$ cat src/hdl/tppri_pkg.sv
// Constants shared by the transmit pointer and defect-code insertion block
package tppri_pkg;

   // Register indices; byte address on the bus is four times the index
   localparam logic [7:0] IDX_PATH_CTRL    = 8'h40;
   localparam logic [7:0] IDX_PTR_CTRL     = 8'h41;
   localparam logic [7:0] IDX_CUR_PTR_LO   = 8'h43;
   localparam logic [7:0] IDX_CUR_PTR_HI   = 8'h44;
   localparam logic [7:0] IDX_FORCE_PTR_LO = 8'h45;
   localparam logic [7:0] IDX_FORCE_PTR_HI = 8'h46;
   localparam logic [7:0] IDX_PATH_STATUS  = 8'h49;
   localparam logic [7:0] IDX_AUTO_CODE    = 8'h92;

   // Path control fields
   localparam int BIT_ENH_MODE_EN = 6;
   localparam int BIT_ENH_SRC_SEL = 5;
   localparam int BIT_HOLD_EN     = 4;

   // Pointer control fields
   localparam int BIT_FORCE_PTR = 6;
   localparam int BIT_STUFF_SP  = 5;
   localparam int BIT_PTR_LOAD  = 4;
   localparam int BIT_NDF_CONT  = 3;
   localparam int BIT_NEG_REQ   = 2;
   localparam int BIT_POS_REQ   = 1;

   // Path status fields
   localparam int BIT_PRDI_SW = 3;

   // Reset values
   localparam logic [7:0] RST_PATH_CTRL    = 8'h00;
   localparam logic [7:0] RST_PTR_CTRL     = 8'h00;
   localparam logic [7:0] RST_FORCE_PTR_LO = 8'h00;
   localparam logic [7:0] RST_FORCE_PTR_HI = 8'h9A;
   localparam logic [7:0] RST_PATH_STATUS  = 8'h00;
   localparam logic [2:0] RST_AUTO_CODE    = 3'h0;

   // Pointer constants
   localparam logic [9:0] PTR_MAX      = 10'h30E;  // 782
   localparam logic [3:0] NDF_NORMAL   = 4'h6;
   localparam logic [9:0] INC_MASK     = 10'h2AA;  // I bits
   localparam logic [9:0] DEC_MASK     = 10'h155;  // D bits
   localparam logic [1:0] SPACING_GAP  = 2'h3;     // Idle frames between stuffs

   // Defect code persistence, in frames
   localparam logic [4:0] HOLD_FRAMES  = 5'h14;    // 20
   localparam logic [2:0] CODE_IDLE_A  = 3'h0;
   localparam logic [2:0] CODE_IDLE_B  = 3'h1;
   localparam logic [2:0] CODE_IDLE_C  = 3'h3;
   localparam logic [2:0] CODE_SRC_IDLE = 3'h1;

   // Frame layout defaults for a concatenated 622 Mbit/s frame
   localparam int FRAME_LEN_DEF = 9720;
   localparam int H1_POS_DEF    = 3240;
   localparam int H1_H2_GAP     = 12;
   localparam int G1_POS_DEF    = 3294;

   typedef enum logic [2:0] {
      FK_NORMAL = 3'b001,
      FK_INC    = 3'b010,
      FK_DEC    = 3'b100
   } tppri_kind_e;

endpackage

$ cat src/hdl/tppri_top.sv
// Transmit payload pointer generation and path defect code insertion
`timescale 1ns/1ps
`default_nettype none

// Functional notes
// Basic mode: consequential defect held 20 frames
// Enhanced hold: last valid code over idle
// Hold off: defect code follows alarms at once
// Basic mode: only G1 bit 5 written
// Enhanced mode: G1 bits 7..5 form code
// Source clear: bits 6,7 from label bits
// Source set: code from automatic code setting
// Positive request edge: one positive justification
// Negative request edge: one negative justification
// Continuous flag: programmed pattern, else 0110
// Load: first frame programmed flag pattern
// Load bit self-clears after pointer load
// Out-of-range load sent; timing keeps last valid
// Stuff spacing: at most one per four frames
// Force: arbitrary value in H1/H2, payload normal
// Force always yields at least one corrupted pointer
// Current pointer readable, tracks loads and stuffs
// Size bits placed in every pointer
// Software re-reads current pointer until stable
// Software writes zero to reserved bits
// Pointer changes only at frame pointer bytes
module tppri_top
   import tppri_pkg::*;
#(
   parameter int FRAME_LEN = FRAME_LEN_DEF,  // Bytes per frame
   parameter int H1_POS    = H1_POS_DEF,     // Position of the pointer H1 byte
   parameter int G1_POS    = G1_POS_DEF      // Position of the path status byte
)
(
   input  wire logic        clk_i,           // 40 MHz clock
   input  wire logic        rst_i,           // Synchronous reset, active high
   input  wire logic        wb_cyc_i,        // Wishbone cycle
   input  wire logic        wb_stb_i,        // Wishbone strobe
   input  wire logic        wb_we_i,         // Wishbone write enable
   input  wire logic [31:0] wb_adr_i,        // Wishbone byte address
   input  wire logic [3:0]  wb_sel_i,        // Wishbone byte selects
   input  wire logic [31:0] wb_dat_i,        // Wishbone write data
   output logic      [31:0] wb_dat_o,        // Wishbone read data
   output logic             wb_ack_o,        // Wishbone acknowledge
   input  wire logic [7:0]  payload_i,       // Upstream byte for this position
   input  wire logic        rx_alarm_i,      // Consequential defect from receiver
   output logic      [7:0]  tx_stream_out_o, // Outgoing byte stream
   output logic             frame_start_o,   // High with the first byte of a frame
   output logic      [9:0]  spe_pointer_o    // Pointer used for payload timing
);

   localparam int H2_POS = H1_POS + H1_H2_GAP;

   ////////////////////////////////////////////////////////////////////////////
   // Register bus

   logic [31:0] dat_q;
   logic        ack_q;
   logic [7:0]  idx;
   logic        wr_en;
   logic        wr_ptr_ctrl;
   logic [7:0]  wbyte;

   logic [7:0]  path_ctrl_q;
   logic [7:0]  ptr_ctrl_q;     // Plain bits; request bits live in submodules
   logic [7:0]  force_lo_q;
   logic [7:0]  force_hi_q;
   logic [7:0]  path_status_q;
   logic [2:0]  auto_code_q;
   logic        load_q;
   logic        pos_bit;
   logic        neg_bit;
   logic        pos_done;
   logic        neg_done;
   logic        load_done;
   logic [9:0]  cur_ptr_q;
   logic [7:0]  rd_byte;

   assign idx         = wb_adr_i[9:2];
   assign wbyte       = wb_dat_i[7:0];
   // A write commits on the edge where the master sees ack high
   assign wr_en       = wb_cyc_i && wb_stb_i && wb_we_i && ack_q && wb_sel_i[0];
   assign wr_ptr_ctrl = wr_en && (idx == IDX_PTR_CTRL);

   always_comb
   begin
      rd_byte = 8'h00;
      unique case (idx)
         IDX_PATH_CTRL:    rd_byte = path_ctrl_q;
         IDX_PTR_CTRL:     rd_byte = {ptr_ctrl_q[7:5], load_q, ptr_ctrl_q[3], neg_bit, pos_bit, ptr_ctrl_q[0]};
         IDX_CUR_PTR_LO:   rd_byte = cur_ptr_q[7:0];
         IDX_CUR_PTR_HI:   rd_byte = {6'h00, cur_ptr_q[9:8]};
         IDX_FORCE_PTR_LO: rd_byte = force_lo_q;
         IDX_FORCE_PTR_HI: rd_byte = force_hi_q;
         IDX_PATH_STATUS:  rd_byte = path_status_q;
         IDX_AUTO_CODE:    rd_byte = {5'h00, auto_code_q};
         default:          rd_byte = 8'h00;
      endcase
   end

   always_ff @(posedge clk_i)
   begin
      if (rst_i)
      begin
         ack_q <= 1'b0;
         dat_q <= 32'h0000_0000;
      end
      else
      begin
         ack_q <= wb_cyc_i && wb_stb_i && !ack_q;
         if (wb_cyc_i && wb_stb_i && !ack_q)
            dat_q <= {24'h00_0000, rd_byte};
      end
   end

   assign wb_ack_o = ack_q;
   assign wb_dat_o = dat_q;

   always_ff @(posedge clk_i)
   begin
      if (rst_i)
      begin
         path_ctrl_q   <= RST_PATH_CTRL;
         ptr_ctrl_q    <= RST_PTR_CTRL;
         force_lo_q    <= RST_FORCE_PTR_LO;
         force_hi_q    <= RST_FORCE_PTR_HI;
         path_status_q <= RST_PATH_STATUS;
         auto_code_q   <= RST_AUTO_CODE;
      end
      else if (wr_en)
      begin
         unique case (idx)
            IDX_PATH_CTRL:    path_ctrl_q   <= wbyte;
            IDX_PTR_CTRL:     ptr_ctrl_q    <= wbyte;
            IDX_FORCE_PTR_LO: force_lo_q    <= wbyte;
            IDX_FORCE_PTR_HI: force_hi_q    <= wbyte;
            IDX_PATH_STATUS:  path_status_q <= wbyte;
            IDX_AUTO_CODE:    auto_code_q   <= wbyte[2:0];
            default:          ;
         endcase
      end
   end

   // Load bit: a write of one sets it, hardware clears it; a set wins
   always_ff @(posedge clk_i)
   begin
      if (rst_i)
         load_q <= 1'b0;
      else if (wr_ptr_ctrl && wbyte[BIT_PTR_LOAD])
         load_q <= 1'b1;
      else if (wr_ptr_ctrl || load_done)
         load_q <= 1'b0;
   end

   tppri_req_bit u_pos_req
   (
      .clk_i   (clk_i),
      .rst_i   (rst_i),
      .wr_i    (wr_ptr_ctrl),
      .wdata_i (wbyte[BIT_POS_REQ]),
      .done_i  (pos_done),
      .bit_o   (pos_bit)
   );

   tppri_req_bit u_neg_req
   (
      .clk_i   (clk_i),
      .rst_i   (rst_i),
      .wr_i    (wr_ptr_ctrl),
      .wdata_i (wbyte[BIT_NEG_REQ]),
      .done_i  (neg_done),
      .bit_o   (neg_bit)
   );

   ////////////////////////////////////////////////////////////////////////////
   // Frame position

   logic [13:0] fpos_q;
   logic        at_start;

   assign at_start = (fpos_q == 14'h0000);

   always_ff @(posedge clk_i)
   begin
      if (rst_i)
         fpos_q <= 14'h0000;
      else if (fpos_q == 14'(FRAME_LEN - 1))
         fpos_q <= 14'h0000;
      else
         fpos_q <= fpos_q + 14'h0001;
   end

   ////////////////////////////////////////////////////////////////////////////
   // Pointer generation, decided once per frame at its first byte

   logic [9:0]  force_val;
   logic [9:0]  valid_ptr_q;     // Payload timing pointer
   logic [9:0]  word_ptr_q;      // Value placed in H1/H2 this frame
   logic [3:0]  word_ndf_q;
   logic [1:0]  gap_q;
   logic        force_seen_q;
   logic        stuff_ok;
   tppri_kind_e kind_q;
   logic [9:0]  inc_ptr;
   logic [9:0]  dec_ptr;
   logic [9:0]  tx_ptr;
   logic [15:0] ptr_word;

   assign force_val = {force_hi_q[1:0], force_lo_q};
   assign stuff_ok  = !ptr_ctrl_q[BIT_STUFF_SP] || (gap_q == SPACING_GAP);
   assign inc_ptr   = (valid_ptr_q == PTR_MAX) ? 10'h000 : valid_ptr_q + 10'h001;
   assign dec_ptr   = (valid_ptr_q == 10'h000) ? PTR_MAX : valid_ptr_q - 10'h001;
   assign load_done = at_start && load_q;
   assign pos_done  = at_start && !load_q && pos_bit && stuff_ok;
   assign neg_done  = at_start && !load_q && !pos_bit && neg_bit && stuff_ok;

   always_ff @(posedge clk_i)
   begin
      if (rst_i)
      begin
         valid_ptr_q <= 10'h000;
         cur_ptr_q   <= 10'h000;
         word_ptr_q  <= 10'h000;
         word_ndf_q  <= NDF_NORMAL;
         kind_q      <= FK_NORMAL;
         gap_q       <= SPACING_GAP;
      end
      else if (at_start)
      begin
         kind_q     <= FK_NORMAL;
         word_ndf_q <= ptr_ctrl_q[BIT_NDF_CONT] ? force_hi_q[7:4] : NDF_NORMAL;
         word_ptr_q <= (ptr_ctrl_q[BIT_FORCE_PTR] || force_seen_q) ? force_val : cur_ptr_q;
         if (gap_q != SPACING_GAP)
            gap_q <= gap_q + 2'h1;
         if (load_done)
         begin
            cur_ptr_q  <= force_val;
            word_ptr_q <= force_val;
            word_ndf_q <= force_hi_q[7:4];
            if (force_val <= PTR_MAX)
               valid_ptr_q <= force_val;
         end
         else if (pos_done)
         begin
            kind_q      <= FK_INC;
            valid_ptr_q <= inc_ptr;
            cur_ptr_q   <= inc_ptr;
            gap_q       <= 2'h0;
         end
         else if (neg_done)
         begin
            kind_q      <= FK_DEC;
            valid_ptr_q <= dec_ptr;
            cur_ptr_q   <= dec_ptr;
            gap_q       <= 2'h0;
         end
      end
   end

   // A brief force pulse still gets one corrupted pointer onto the line
   always_ff @(posedge clk_i)
   begin
      if (rst_i)
         force_seen_q <= 1'b0;
      else if (wr_ptr_ctrl && wbyte[BIT_FORCE_PTR])
         force_seen_q <= 1'b1;
      else if (at_start)
         force_seen_q <= 1'b0;
   end

   // The stuff frame carries the old value with I or D bits inverted
   always_comb
   begin
      tx_ptr = word_ptr_q;
      unique case (kind_q)
         FK_NORMAL: tx_ptr = word_ptr_q;
         FK_INC:    tx_ptr = word_ptr_q ^ INC_MASK;
         FK_DEC:    tx_ptr = word_ptr_q ^ DEC_MASK;
      endcase
   end

   assign ptr_word = {word_ndf_q, force_hi_q[3:2], tx_ptr};

   ////////////////////////////////////////////////////////////////////////////
   // Path status defect code, evaluated once per frame at the G1 byte

   logic       enh_en;
   logic       src_sel;
   logic       hold_en;
   logic       basic_bit;
   logic [2:0] raw_code;      // {bit5, bit6, bit7}
   logic [2:0] send_code;
   logic       code_idle;
   logic [2:0] last_code_q;
   logic [4:0] hold_q;
   logic       hold_bit;

   assign enh_en    = path_ctrl_q[BIT_ENH_MODE_EN];
   assign src_sel   = path_ctrl_q[BIT_ENH_SRC_SEL];
   assign hold_en   = path_ctrl_q[BIT_HOLD_EN];
   assign basic_bit = path_status_q[BIT_PRDI_SW] || rx_alarm_i;
   assign code_idle = (raw_code == CODE_IDLE_A) || (raw_code == CODE_IDLE_B) || (raw_code == CODE_IDLE_C);
   assign hold_bit  = hold_en && (hold_q != 5'h00);

   always_comb
   begin
      if (src_sel)
         raw_code = rx_alarm_i ? auto_code_q : CODE_SRC_IDLE;
      else
         raw_code = {basic_bit, path_status_q[0], path_status_q[1]};
      if (!hold_en)
         send_code = raw_code;
      else if (code_idle && hold_q != 5'h00)
         send_code = last_code_q;
      else
         send_code = raw_code;
   end

   always_ff @(posedge clk_i)
   begin
      if (rst_i)
      begin
         hold_q      <= 5'h00;
         last_code_q <= CODE_IDLE_A;
      end
      else if (fpos_q == 14'(G1_POS))
      begin
         if (!hold_en)
            hold_q <= 5'h00;
         else if (enh_en && !code_idle)
         begin
            hold_q      <= HOLD_FRAMES - 5'h01;
            last_code_q <= raw_code;
         end
         else if (!enh_en && rx_alarm_i)
            hold_q <= HOLD_FRAMES - 5'h01;
         else if (hold_q != 5'h00)
            hold_q <= hold_q - 5'h01;
      end
   end

   ////////////////////////////////////////////////////////////////////////////
   // Outgoing stream

   logic [7:0] out_q;
   logic       fs_q;
   logic [9:0] spe_q;

   always_ff @(posedge clk_i)
   begin
      if (rst_i)
      begin
         out_q <= 8'h00;
         fs_q  <= 1'b0;
         spe_q <= 10'h000;
      end
      else
      begin
         fs_q  <= at_start;
         spe_q <= valid_ptr_q;
         out_q <= payload_i;
         if (fpos_q == 14'(H1_POS))
            out_q <= ptr_word[15:8];
         else if (fpos_q == 14'(H2_POS))
            out_q <= ptr_word[7:0];
         else if (fpos_q == 14'(G1_POS))
         begin
            if (enh_en)
               out_q <= {payload_i[7:4], send_code, payload_i[0]};
            else
               out_q <= {payload_i[7:4], basic_bit || hold_bit, payload_i[2:0]};
         end
      end
   end

   assign tx_stream_out_o = out_q;
   assign frame_start_o   = fs_q;
   assign spe_pointer_o   = spe_q;

endmodule

`default_nettype wire

$ cat src/hdl/tppri_req_bit.sv
// One software request bit armed on a 0-to-1 write and cleared by hardware
`timescale 1ns/1ps
`default_nettype none

module tppri_req_bit
(
   input  wire logic clk_i,    // System clock
   input  wire logic rst_i,    // Synchronous reset
   input  wire logic wr_i,     // Write strobe for the owning register
   input  wire logic wdata_i,  // Written value of this bit
   input  wire logic done_i,   // Request carried out
   output logic      bit_o     // Register bit, high while pending
);

   logic bit_q;

   always_ff @(posedge clk_i)
   begin
      if (rst_i)
         bit_q <= 1'b0;
      else if (wr_i && wdata_i && !bit_q)
         bit_q <= 1'b1;
      else if (wr_i && !wdata_i)
         bit_q <= 1'b0;
      else if (done_i)
         bit_q <= 1'b0;
   end

   assign bit_o = bit_q;

endmodule

`default_nettype wire

$ cat config.mk
export PLATFORM = sky130hd
export DESIGN_NAME = tppri_top
export DESIGN_NICKNAME = d
export VERILOG_FILES = /design/src/hdl/tppri_pkg.sv /design/src/hdl/tppri_top.sv /design/src/hdl/tppri_req_bit.sv
export SDC_FILE = /design/constraint.sdc
export NUM_CORES = 1
export LEC_CHECK = 0
export BUFFER_PORTS_ARGS = -buffer_cell sky130_fd_sc_hd__buf_2
export CAP_MARGIN = 20
export CORE_ASPECT_RATIO = 1.5
export CORE_MARGIN = 2
export CORE_UTILIZATION = 60
export CTS_CLUSTER_DIAMETER = 80
export DETAILED_ROUTE_END_ITERATION = 10
export PLACE_DENSITY = 0.86
export SLEW_MARGIN = 15
export SYNTH_ARGS = -nofsm -noshare
export SYNTH_HDL_FRONTEND = slang
export SYNTH_HIERARCHICAL = 1
export SYNTH_SLANG_ARGS = --single-unit
$ cat constraint.sdc
create_clock -name clk_i -period 4.29 [get_ports clk_i]
set_input_delay 0.2145 -clock clk_i [delete_from_list [all_inputs] [get_ports clk_i]]
set_output_delay 0.2145 -clock clk_i [all_outputs]
set_load 0.02 [all_outputs]
**After elaboration in Yosys (flattened, before gate mapping)**

Cells that the tools add are included.

- Register bits after elaboration: 136

- $add $sub $neg: 5
- Order comparisons: 1
- Equality and inequality tests: 22
- Muxes and demuxes: 42
- Bitwise gates (word level): 2
- Reduce and logical (&&, ||, !) cells: 61

Operators by type and width:

| kind | count |
|---|---|
| $mux 10 | 9 |
| $pmux 8 s8 | 1 |
| $eq 8x7->1 const B | 7 |
| $eq 14x12->1 const B | 3 |
| $pmux 10 s3 | 1 |
| $logic_and 1x1->1 | 25 |
| $mux 3 | 7 |
| $mux 5 | 4 |
| $mux 4 | 4 |
| $mux 8 | 2 |
| $reduce_and 2->1 | 8 |
| $add 14x1->14 const B | 1 |
| $eq 14x14->1 const B | 1 |
| $logic_not 14->1 | 1 |
| $add 10x1->10 const B | 1 |
| $eq 10x10->1 const B | 1 |
| $le 10x10->1 const B | 1 |
| $logic_not 10->1 | 1 |
| $mux 1 | 10 |
| $not 5->5 | 2 |
| $sub 10x1->10 const B | 1 |
| $logic_not 1->1 | 9 |
| $reduce_bool 3->1 | 3 |
| $eq 8x8->1 const B | 1 |
| 16 further kinds | 29 |

**Longest topological paths before layout**

Gate-level depths: netlist (run 1).

- Depth after elaboration: 12
- Gate-level depth with buffers: 10

**Hierarchy**

The synthesis (run 1) kept the hierarchy.

Modules (own cells, without submodules):

| module | times used | cells each | area each (sq um) |
|---|---|---|---|
| tppri_top | 1 | 841 | 6842.8 |
| tppri_req_bit | 2 | 3 | 42.5 |

**Worst setup path after synthesis (run 1)**

No wires, ideal clock.

- Path type: register -> register
- Start point: register fpos_q[8]
- End point: register cur_ptr_q[2]
- Arrival time: 2516 ps
- Setup slack: 1636 ps
- Stages on the path, launching flop included: 9
- Period minus slack after synthesis: 2654 ps
- Cell sequence: dfxtp_1 or4_1 buf_2 or4_4 buf_6 o211a_1 or4_1 mux2i_1 a211oi_1

- Cells in the longest elaborated chain, start to end: 7

Ends and longest elaborated chain:

| item | line | text |
|---|---|---|
| from (decl) | tppri_top.sv:178 | `logic [13:0] fpos_q;` |
| from (signal assigned) | tppri_top.sv:190 | `fpos_q <= fpos_q + 14'h0001;` |
| $logic_not 14->1 (*) | tppri_top.sv:181 | `assign at_start = (fpos_q == 14'h0000);` |
| $logic_and 1x1->1 | tppri_top.sv:214, tppri_top.sv:215 |  |
| $logic_and 1x1->1 (3 in a row) | tppri_top.sv:215 | `assign neg_done = at_start && !load_q && !pos_bit && neg_bit && stuff_ok;` |
| $reduce_bool 3->1 (no source line) | -- |  |
| $reduce_and 2->1 (no source line) | -- |  |
| to (signal assigned) | tppri_top.sv:237 | `cur_ptr_q <= force_val;` |
| to (signal assigned) | tppri_top.sv:247 | `cur_ptr_q <= inc_ptr;` |
| to (signal assigned) | tppri_top.sv:254 | `cur_ptr_q <= dec_ptr;` |
| to (decl) | tppri_top.sv:76 | `logic [9:0] cur_ptr_q;` |

Every way passes the cells marked *; elsewhere a longest branch is shown, timed or not.
A chain may end at the register's enable or synchronous reset.

**Worst setup path in the final report (run 1)**

- Start point: register fpos_q[12]
- End point: register word_ptr_q[6]

- Cells in the longest elaborated chain, start to end: 3

Ends and longest elaborated chain:

| item | line | text |
|---|---|---|
| $logic_not 14->1 (*) | tppri_top.sv:181 |  |
| $logic_and 1x1->1 | tppri_top.sv:213 | `assign load_done = at_start && load_q;` |
| $mux 10 | tppri_top.sv:235 | `if (load_done)` |
| to (signal assigned) | tppri_top.sv:232 | `word_ptr_q <= (ptr_ctrl_q[BIT_FORCE_PTR] \|\| force_seen_q) ? force_val : cur_ptr_q;` |
| to (signal assigned) | tppri_top.sv:238 | `word_ptr_q <= force_val;` |
| to (decl) | tppri_top.sv:198 | `logic [9:0] word_ptr_q;` |

Marks and branches as above.

==> impl_metrics.tcl, run 1 <==
set metrics [dict create \
    outcome "complete, no violations" \
    crit_chain "or4_1 > nor4_4 > buf_4 > and2_1 > nor3_1 > buf_4 > mux2i_1 > a211oi_1" \
    grt_antenna_before_repair 0 \
    yosys.cell_types.count 71 \
    yosysTopAreaCellShare_pct 38.4 \
    grt_pass1_wl_mm 29.6 \
    crit_path_top_delay_cell "or4_1" \
    rows 48 \
    crit_type "reg -> reg" \
    drt_iter0_markers 511 \
    min_period_ns 3.16 \
    hold_violations 0 \
    cts_buffer_depth 2 \
    ys_ff_latch 133 \
    ant_nets 0 \
    endpoint_kind "register" \
    n_antenna_cell 0 \
    max_slew_margin_pct 38.7 \
    final.setup.tns_ns 0 \
    worstMarginPinSlew_ns 0.917 \
    ctsHoldBuffers 0 \
    dpl.hpwl_mm 12.6 \
    numCtsBuffers 17 \
    viasPerCell 6.27 \
    hold_class "in -> reg" \
    clkSinkCount 133 \
    cts_tree "built" \
    syn_area_sq_um 6930 \
    io_pins 134 \
    finalClockSkew_ns 0.00635 \
    critPathMaxFanout 12 \
    synth_most_common_cell "dfxtp_1" \
    p_leak_nw 3.07 \
    postRouteWirelength_mm 18.5 \
    place_congestion 0.945 \
    seq_area_frac_synth_pct 38.4 \
    port_buffers 58 \
    setup_viol 0 \
    post-route-period-util_pct 73.6 \
    irDropWorstVdd_mv 0.243 \
    drv_cap 0 \
    nNetsFinal 965 \
    clk-insertion-delay-late_ns 0.42 \
    arrival_ns 3.42 \
    vias 6511 \
    netlist_instances 847 \
    synth_edf_count 0 \
    fp.dieH_um 136 \
    rsz0062_at_grt "no" \
    dieArea_sq_um 12400 \
    path_common_cell "buf_4" \
    htree_levels 4 \
    synth_top_cell_by_area "dfxtp_1" \
    hold_slack_ns 0.0919 \
    worstPathRequired_ns 4.56 \
    grt_usage_pct 29.9 \
    r2r_slack_ns 1.13 \
    start_kind "register" \
    firstDrtPassIters 6 \
    max_freq_ghz 0.317 \
    post_cts_buffers 0 \
    cts.clk_slew.worst_paths_ns 0.06 \
    cts_root_buf "clkbuf_16" \
    ys.flop_type "dfxtp_1" \
    power_density_nw_per_um2 394 \
    core_area_sq_um 11400 \
    route.detailed.drc 0 \
    grt_pass1_vias 6066 \
    grt_max_degree 60 \
    cts_resized 0 \
    grt-ovfl-total 0 \
    yosys-top-cells-count "133 x dfxtp_1, 104 x nor2_1, 79 x nand2_1" \
    drive_above_1_share_pct 13.1 \
    area_growth_pct 13.0 \
    async_reset_ff_share_pct 0 \
    wire_per_inst_um 17.9 \
    slew_violations 0 \
    synth.top_cells.by_area "dfxtp_1 38%, mux2i_1 8.2%, nor2_1 5.6%, nand2_1 4.3%, a21oi_1 4.0%" \
    start_util_pct 60.7 \
    ys.warnings.count 6 \
    avgSynthCellArea_sq_um 8.18 \
    critical_path.max_stage_delay_ns 0.67 \
    die_w_um 91.7 \
]
==> metrics by stage <==
stage | util, % | total power [mW] | std cells | cell area, sq um | setup WS, ns
floorplan | - | 1.44 | 870 | 7010 | 1.64
global placement | 62.8 | 1.47 | 1006 | 7160 | 1.30
detailed placement | 62.8 | 1.47 | 1006 | 7160 | 1.28
CTS | 68.6 | 3.08 | 1038 | 7830 | 1.21
global route | 68.6 | 3.15 | 1038 | 7830 | 1.01
finish | 68.6 | 3.08 | 1038 | 7830 | 1.13
==> routing by layer <==
metal	part of all wire (%)	vias up	global-route usage, %
met2	51	342	53.1
met1	37	3020	32.5
met4	6.1	0	18.2
met5	0	-	0
met3	6.6	94	6.12
li1	-	3055	-
==> state kept, by name (all words and copies together), names as in the netlist, 4 cells and up <==
register,count
wb_dat_o,8
hold_q,5
path_ctrl_q,8
path_status_q,8
force_lo_q,8
word_ptr_q,10
ptr_ctrl_q,5
fpos_q,14
force_hi_q,8
cur_ptr_q,10
tx_stream_out_o,8
valid_ptr_q,10
word_ndf_q,4
spe_pointer_o,10
==> final cells by class <==
cell class	count	area, sq um
Multi-Input combinational cell	635	3870
Fill cell	901	3580
Sequential cell	133	2660
Clock buffer	20	467
Timing Repair Buffer	69	373
Clock inverter	12	200
Tap cell	150	188
Inverter	19	71.3
==> critical path: cells and delay by family (launching register included) <==
family,cells,cell delay (ns)
and+or+nand+nor,4,1.69
muxes,1,0.35
DFF,1,0.34
AOI/OAI and AO/OA,1,0.14
buffers and inverters,2,0.47
==> power breakdown <==
group,switching (mW),internal (mW),leakage (nW)
Combinational,0.130,0.0529,1.67
Sequential,0.0142,1.25,1.08
Clock,0.553,1.08,0.318
==> cell usage in the layout, fill, tap and decap left out, drive strengths merged, types with 20 or more instances in the layout <==
cell type / instances
dfxtp: 133
nand2: 79
mux2i: 57
buf: 69
clkbuf: 20
o21ai: 44
nand3: 32
conb: 24
a211oi: 20
nor2: 105
a21oi: 55
==> path summary, 6_finish.rpt <==
check,start,to,cells past startpoint
min,wb_dat_i[4],load_q,3
max reg2reg,fpos_q[12],word_ptr_q[6],8
min reg2reg,wb_dat_o[5],wb_dat_o[5],2
max,fpos_q[12],word_ptr_q[6],8
==> logic make-up after synthesis <==
logic type      Yosys count  synth area share, %
other cells               1               0.0541
xor+xnor                 21                 2.65
compound gates          186                 17.5
mux                      58                 8.40
fa+ha+maj                 8                 1.44
simple gates            338                 24.5
buf+inv                 102                 7.01
flops                   133                 38.4
(Power assumes the default switching activity.)
==> run 2, diff against run 1 <==
Settings changed: CORE_UTILIZATION 60 to 56, PLACE_DENSITY 0.86 to 0.81.
Clock period 4.29 ns to 3 ns, I/O delays scaled along.
==> impl_metrics.tcl, run 2 (synthesized netlist as in run 1, its figures left out) <==
set metrics [dict create \
    fillers 1046 \
    rsz0062_at_grt "no" \
    firstDrtPassIters 7 \
    stdcell_count 1057 \
    post-route-period-util_pct 95.3 \
    numCtsBuffers 17 \
    irDropWorstVdd_mv 0.345 \
    outcome "complete, no violations" \
    dpl.hpwl_mm 13.1 \
    grt_antenna_before_repair 0 \
    arrival_ns 3.12 \
    io_pins 134 \
    crit_type "reg -> reg" \
    ctsHoldBuffers 0 \
    regMostFlops "fpos_q" \
    max_slew_margin_pct 28.0 \
    setup_viol 0 \
    cts_buffer_depth 2 \
    n_antenna_cell 0 \
    wire_per_inst_um 17.7 \
    cts.clk_slew.worst_paths_ns 0.06 \
    viasPerCell 6.14 \
    area_growth_pct 13.7 \
    layout_setup_ws_ns 0.141 \
    ant_nets 0 \
    start_kind "register" \
    postRouteWirelength_mm 18.7 \
    worstMarginPinSlew_ns 1.07 \
    final_core_util_pct 65.6 \
    drive_above_1_share_pct 14.4 \
    route.detailed.drc 0 \
    grt_pass1_vias 6072 \
    vias 6495 \
    clkSinkCount 133 \
    largest_reg_flops 14 \
    htree_levels 4 \
    endpoint_kind "register" \
    worstPathRequired_ns 3.26 \
    stdcell_area_sq_um 7880 \
    finalClockSkew_ns 0.00616 \
    dpl_cell_area_sq_um 7280 \
    layout_commonest_cell "dfxtp_1" \
    final.setup.tns_ns 0 \
    p_leak_nw 3.10 \
    critPathMaxFanout 17 \
    clk-insertion-delay-late_ns 0.42 \
    cts_tree "built" \
    start_util_pct 57.7 \
    hold_class "in -> reg" \
    drt_iter0_markers 442 \
    cts_root_buf "clkbuf_16" \
    grt-ovfl-total 0 \
    die_w_um 94.8 \
    finalPower_mw 4.17 \
    hold_violations 0 \
    hold_slack_ns 0.0341 \
    dp.cells 1025 \
    dieArea_sq_um 13300 \
    core_area_sq_um 12000 \
    grt_pass1_wl_mm 29.7 \
    drv_cap 0 \
    nNetsFinal 981 \
    place_congestion 0.966 \
    grt_max_degree 78 \
    power_density_nw_per_um2 529 \
    max_freq_ghz 0.350 \
    min_period_ns 2.86 \
    fp.dieH_um 140 \
    slew_violations 0 \
    rows 49 \
    final_cell_mix "133 x dfxtp_1, 104 x nor2_1, 79 x nand2_1" \
    grt_usage_pct 28.3 \
    pre_cts_ws_ns 0.141 \
    port_buffers 58 \
]
==> run 2: cell count changes in the layout (fill, tap and decap cells not counted) <==
cell / delta
buf_4: +16
clkinv_4: -1
clkinvlp_4: +3
clkinv_2: +1
bufinv_16: -2
a2111oi_0: -1
clkbuf_8: -3
a2111oi_1: +1
clkbuf_1: +2
==> run 2: path summary, 6_finish.rpt <==
check | startpoint | to | slack, ns | depth (start not counted)
worst max-delay path | fpos_q[8] | cur_ptr_q[2] | 0.14 | 6
worst max register to register | fpos_q[8] | cur_ptr_q[2] | 0.14 | 6
worst min register to register | wb_dat_o[3] | wb_dat_o[3] | 0.45 | 2
worst min-delay path | payload_i[0] | tx_stream_out_o[0] | 0.03 | 2
==> run 2: timing repair <==
action / 4_1_cts / 5_1_grt
setup buffers: 0 / 0
resized for setup: 0 / 1
endpoints found under the setup margin: 0 / 2
==> run 2: worst max-delay path: stages, from the launching register on <==
cell      delay, ns
dfxtp_1        0.33
or4_1          0.68
or4_4          0.71
o211a_1        0.26
or4_1          0.49
mux2i_1        0.15
a211oi_1       0.08
==> run 2: final cells by class <==
cell class / count / area, sq um / area share [%]
tap: 153 / 191 / 2.43
clock inverter: 13 / 159 / 2.02
clock buffer: 19 / 433 / 5.50
multi-input combinational: 635 / 3870 / 49.1
timing repair buffer: 85 / 493 / 6.26
inverter: 19 / 71.3 / 0.905
sequential: 133 / 2660 / 33.8
==> run 2: routing by layer <==
layer | GRT usage, % | wire (um)
met2 | 48.6 | 9480
met4 | 16.1 | 914
met1 | 32.3 | 7280
met3 | 5.38 | 1000
met5 | 0 | 0
==> run 2: report_power, final <==
| part | internal, mW | switching, mW | leakage [nW] |
|---|---|---|---|
| clock | 1.30 | 0.785 | 0.271 |
| combinational | 0.0814 | 0.188 | 1.76 |
| sequential | 1.79 | 0.0171 | 1.08 |
==> run 3, diff against run 2 <==
Settings changed: CORE_UTILIZATION 56 to 35, MAX_ROUTING_LAYER set to met4, PLACE_DENSITY 0.81 to unset, SLEW_MARGIN 15 to 20.
==> impl_metrics.tcl, run 3 (synthesized netlist as in run 1, its figures left out) <==
set metrics [dict create \
    outcome "complete, no violations" \
    irDropWorstVdd_mv 0.394 \
    pre_cts_ws_ns 0.134 \
    n_antenna_cell 0 \
    area_growth_pct 16.6 \
    route.detailed.drc 0 \
    io_pins 134 \
    final_cell_mix "133 x dfxtp_1, 104 x nor2_1, 79 x nand2_1" \
    start_kind "register" \
    grt_usage_pct 19.9 \
    place_congestion 0.869 \
    endpoint_kind "register" \
    min_period_ns 2.88 \
    cts_buffer_depth 2 \
    ctsHoldBuffers 0 \
    postRouteWirelength_mm 20.4 \
    core_area_sq_um 19600 \
    post_cts_buffers 0 \
    htree_levels 4 \
    start_util_pct 35.3 \
    drive_above_1_share_pct 15.3 \
    grt_max_degree 66 \
    setup_viol 0 \
    ant_nets 0 \
    port_buffers 58 \
    max_freq_ghz 0.347 \
    hold_class "in -> reg" \
    vias 6323 \
    dpl.hpwl_mm 15.1 \
    final.setup.tns_ns 0 \
    cts_tree "built" \
    p_leak_nw 3.16 \
    numCtsBuffers 17 \
    max_slew_margin_pct 32.3 \
    worstPathRequired_ns 3.31 \
    viasPerCell 5.39 \
    layout_commonest_cell "dfxtp_1" \
    grt_antenna_before_repair 0 \
    nNetsFinal 991 \
    finalClockSkew_ns 0.00739 \
    largest_reg_flops 14 \
    grt-ovfl-total 0 \
    wire_per_inst_um 17.4 \
    grt_pass1_wl_mm 31.9 \
    crit_type "reg -> reg" \
    critPathMaxFanout 9 \
    firstDrtPassIters 5 \
    clk-insertion-delay-late_ns 0.43 \
    arrival_ns 3.19 \
    fp.dieH_um 176 \
    cts_resized 0 \
    cts_root_buf "clkbuf_16" \
    rsz0062_at_grt "no" \
    layout_setup_ws_ns 0.119 \
    grt_pass1_vias 6080 \
    power_density_nw_per_um2 514 \
    hold_violations 0 \
    rows 63 \
    clkSinkCount 133 \
    drv_cap 0 \
    regMostFlops "fpos_q" \
    dieArea_sq_um 21000 \
    worstMarginPinSlew_ns 1.01 \
    cts.clk_slew.worst_paths_ns 0.06 \
    slew_violations 0 \
    post-route-period-util_pct 96.0 \
    drt_iter0_markers 492 \
    die_w_um 119 \
]
## run 3: worst paths after layout
path / to / slack, ns / start / cells after the start
setup reg to reg: valid_ptr_q[2] / 0.12 / fpos_q[8] / 6
hold reg to reg: wb_dat_o[7] / 0.44 / wb_dat_o[7] / 2
hold / removal: tx_stream_out_o[0] / 0.03 / payload_i[0] / 2
setup / recovery: valid_ptr_q[2] / 0.12 / fpos_q[8] / 6
## run 3: critical path: stages (launching register included)
cell and delay, ns:
dfxtp_1 0.33, or4_1 0.67, or4_4 0.68, o211a_1 0.25, or4_1 0.52, mux2i_1 0.23, o21ai_1 0.08
## run 3: area by class of cell
type / count / area [sq um]
Sequential cell: 133 / 2660
Tap cell: 260 / 325
Inverter: 19 / 71.3
Fill cell: 1963 / 11500
Timing Repair Buffer: 95 / 574
Clock buffer: 19 / 443
Multi-Input combinational cell: 635 / 3870
Clock inverter: 12 / 133
## run 3: through the flow
step                      total power, mW  utilization [%]  hold WS, ns  instances  instance area (sq um)
after floorplan                      2.05                -        0.223        870                   7010
after global placement               2.12             38.2        0.433       1142                   7500
after detailed placement             2.12             38.2        0.438       1142                   7500
after CTS                            4.18             41.1       0.0191       1173                   8070
after global routing                 4.28             41.2       0.0169       1173                   8080
final                                4.15             41.2       0.0250       1173                   8080
## run 3: power by group
part           internal (mW)  switching (mW)
logic                 0.0865           0.194
registers               1.79          0.0155
clock network           1.24           0.823
## run 3: layer usage
metal  vias up  wire [um]  track usage [%]
li1       3104          -                -
met1      2992       8030             20.5
met2       176      10800             36.4
met3        51        633             2.71
met4         0        935             10.9
met5         -          0                -
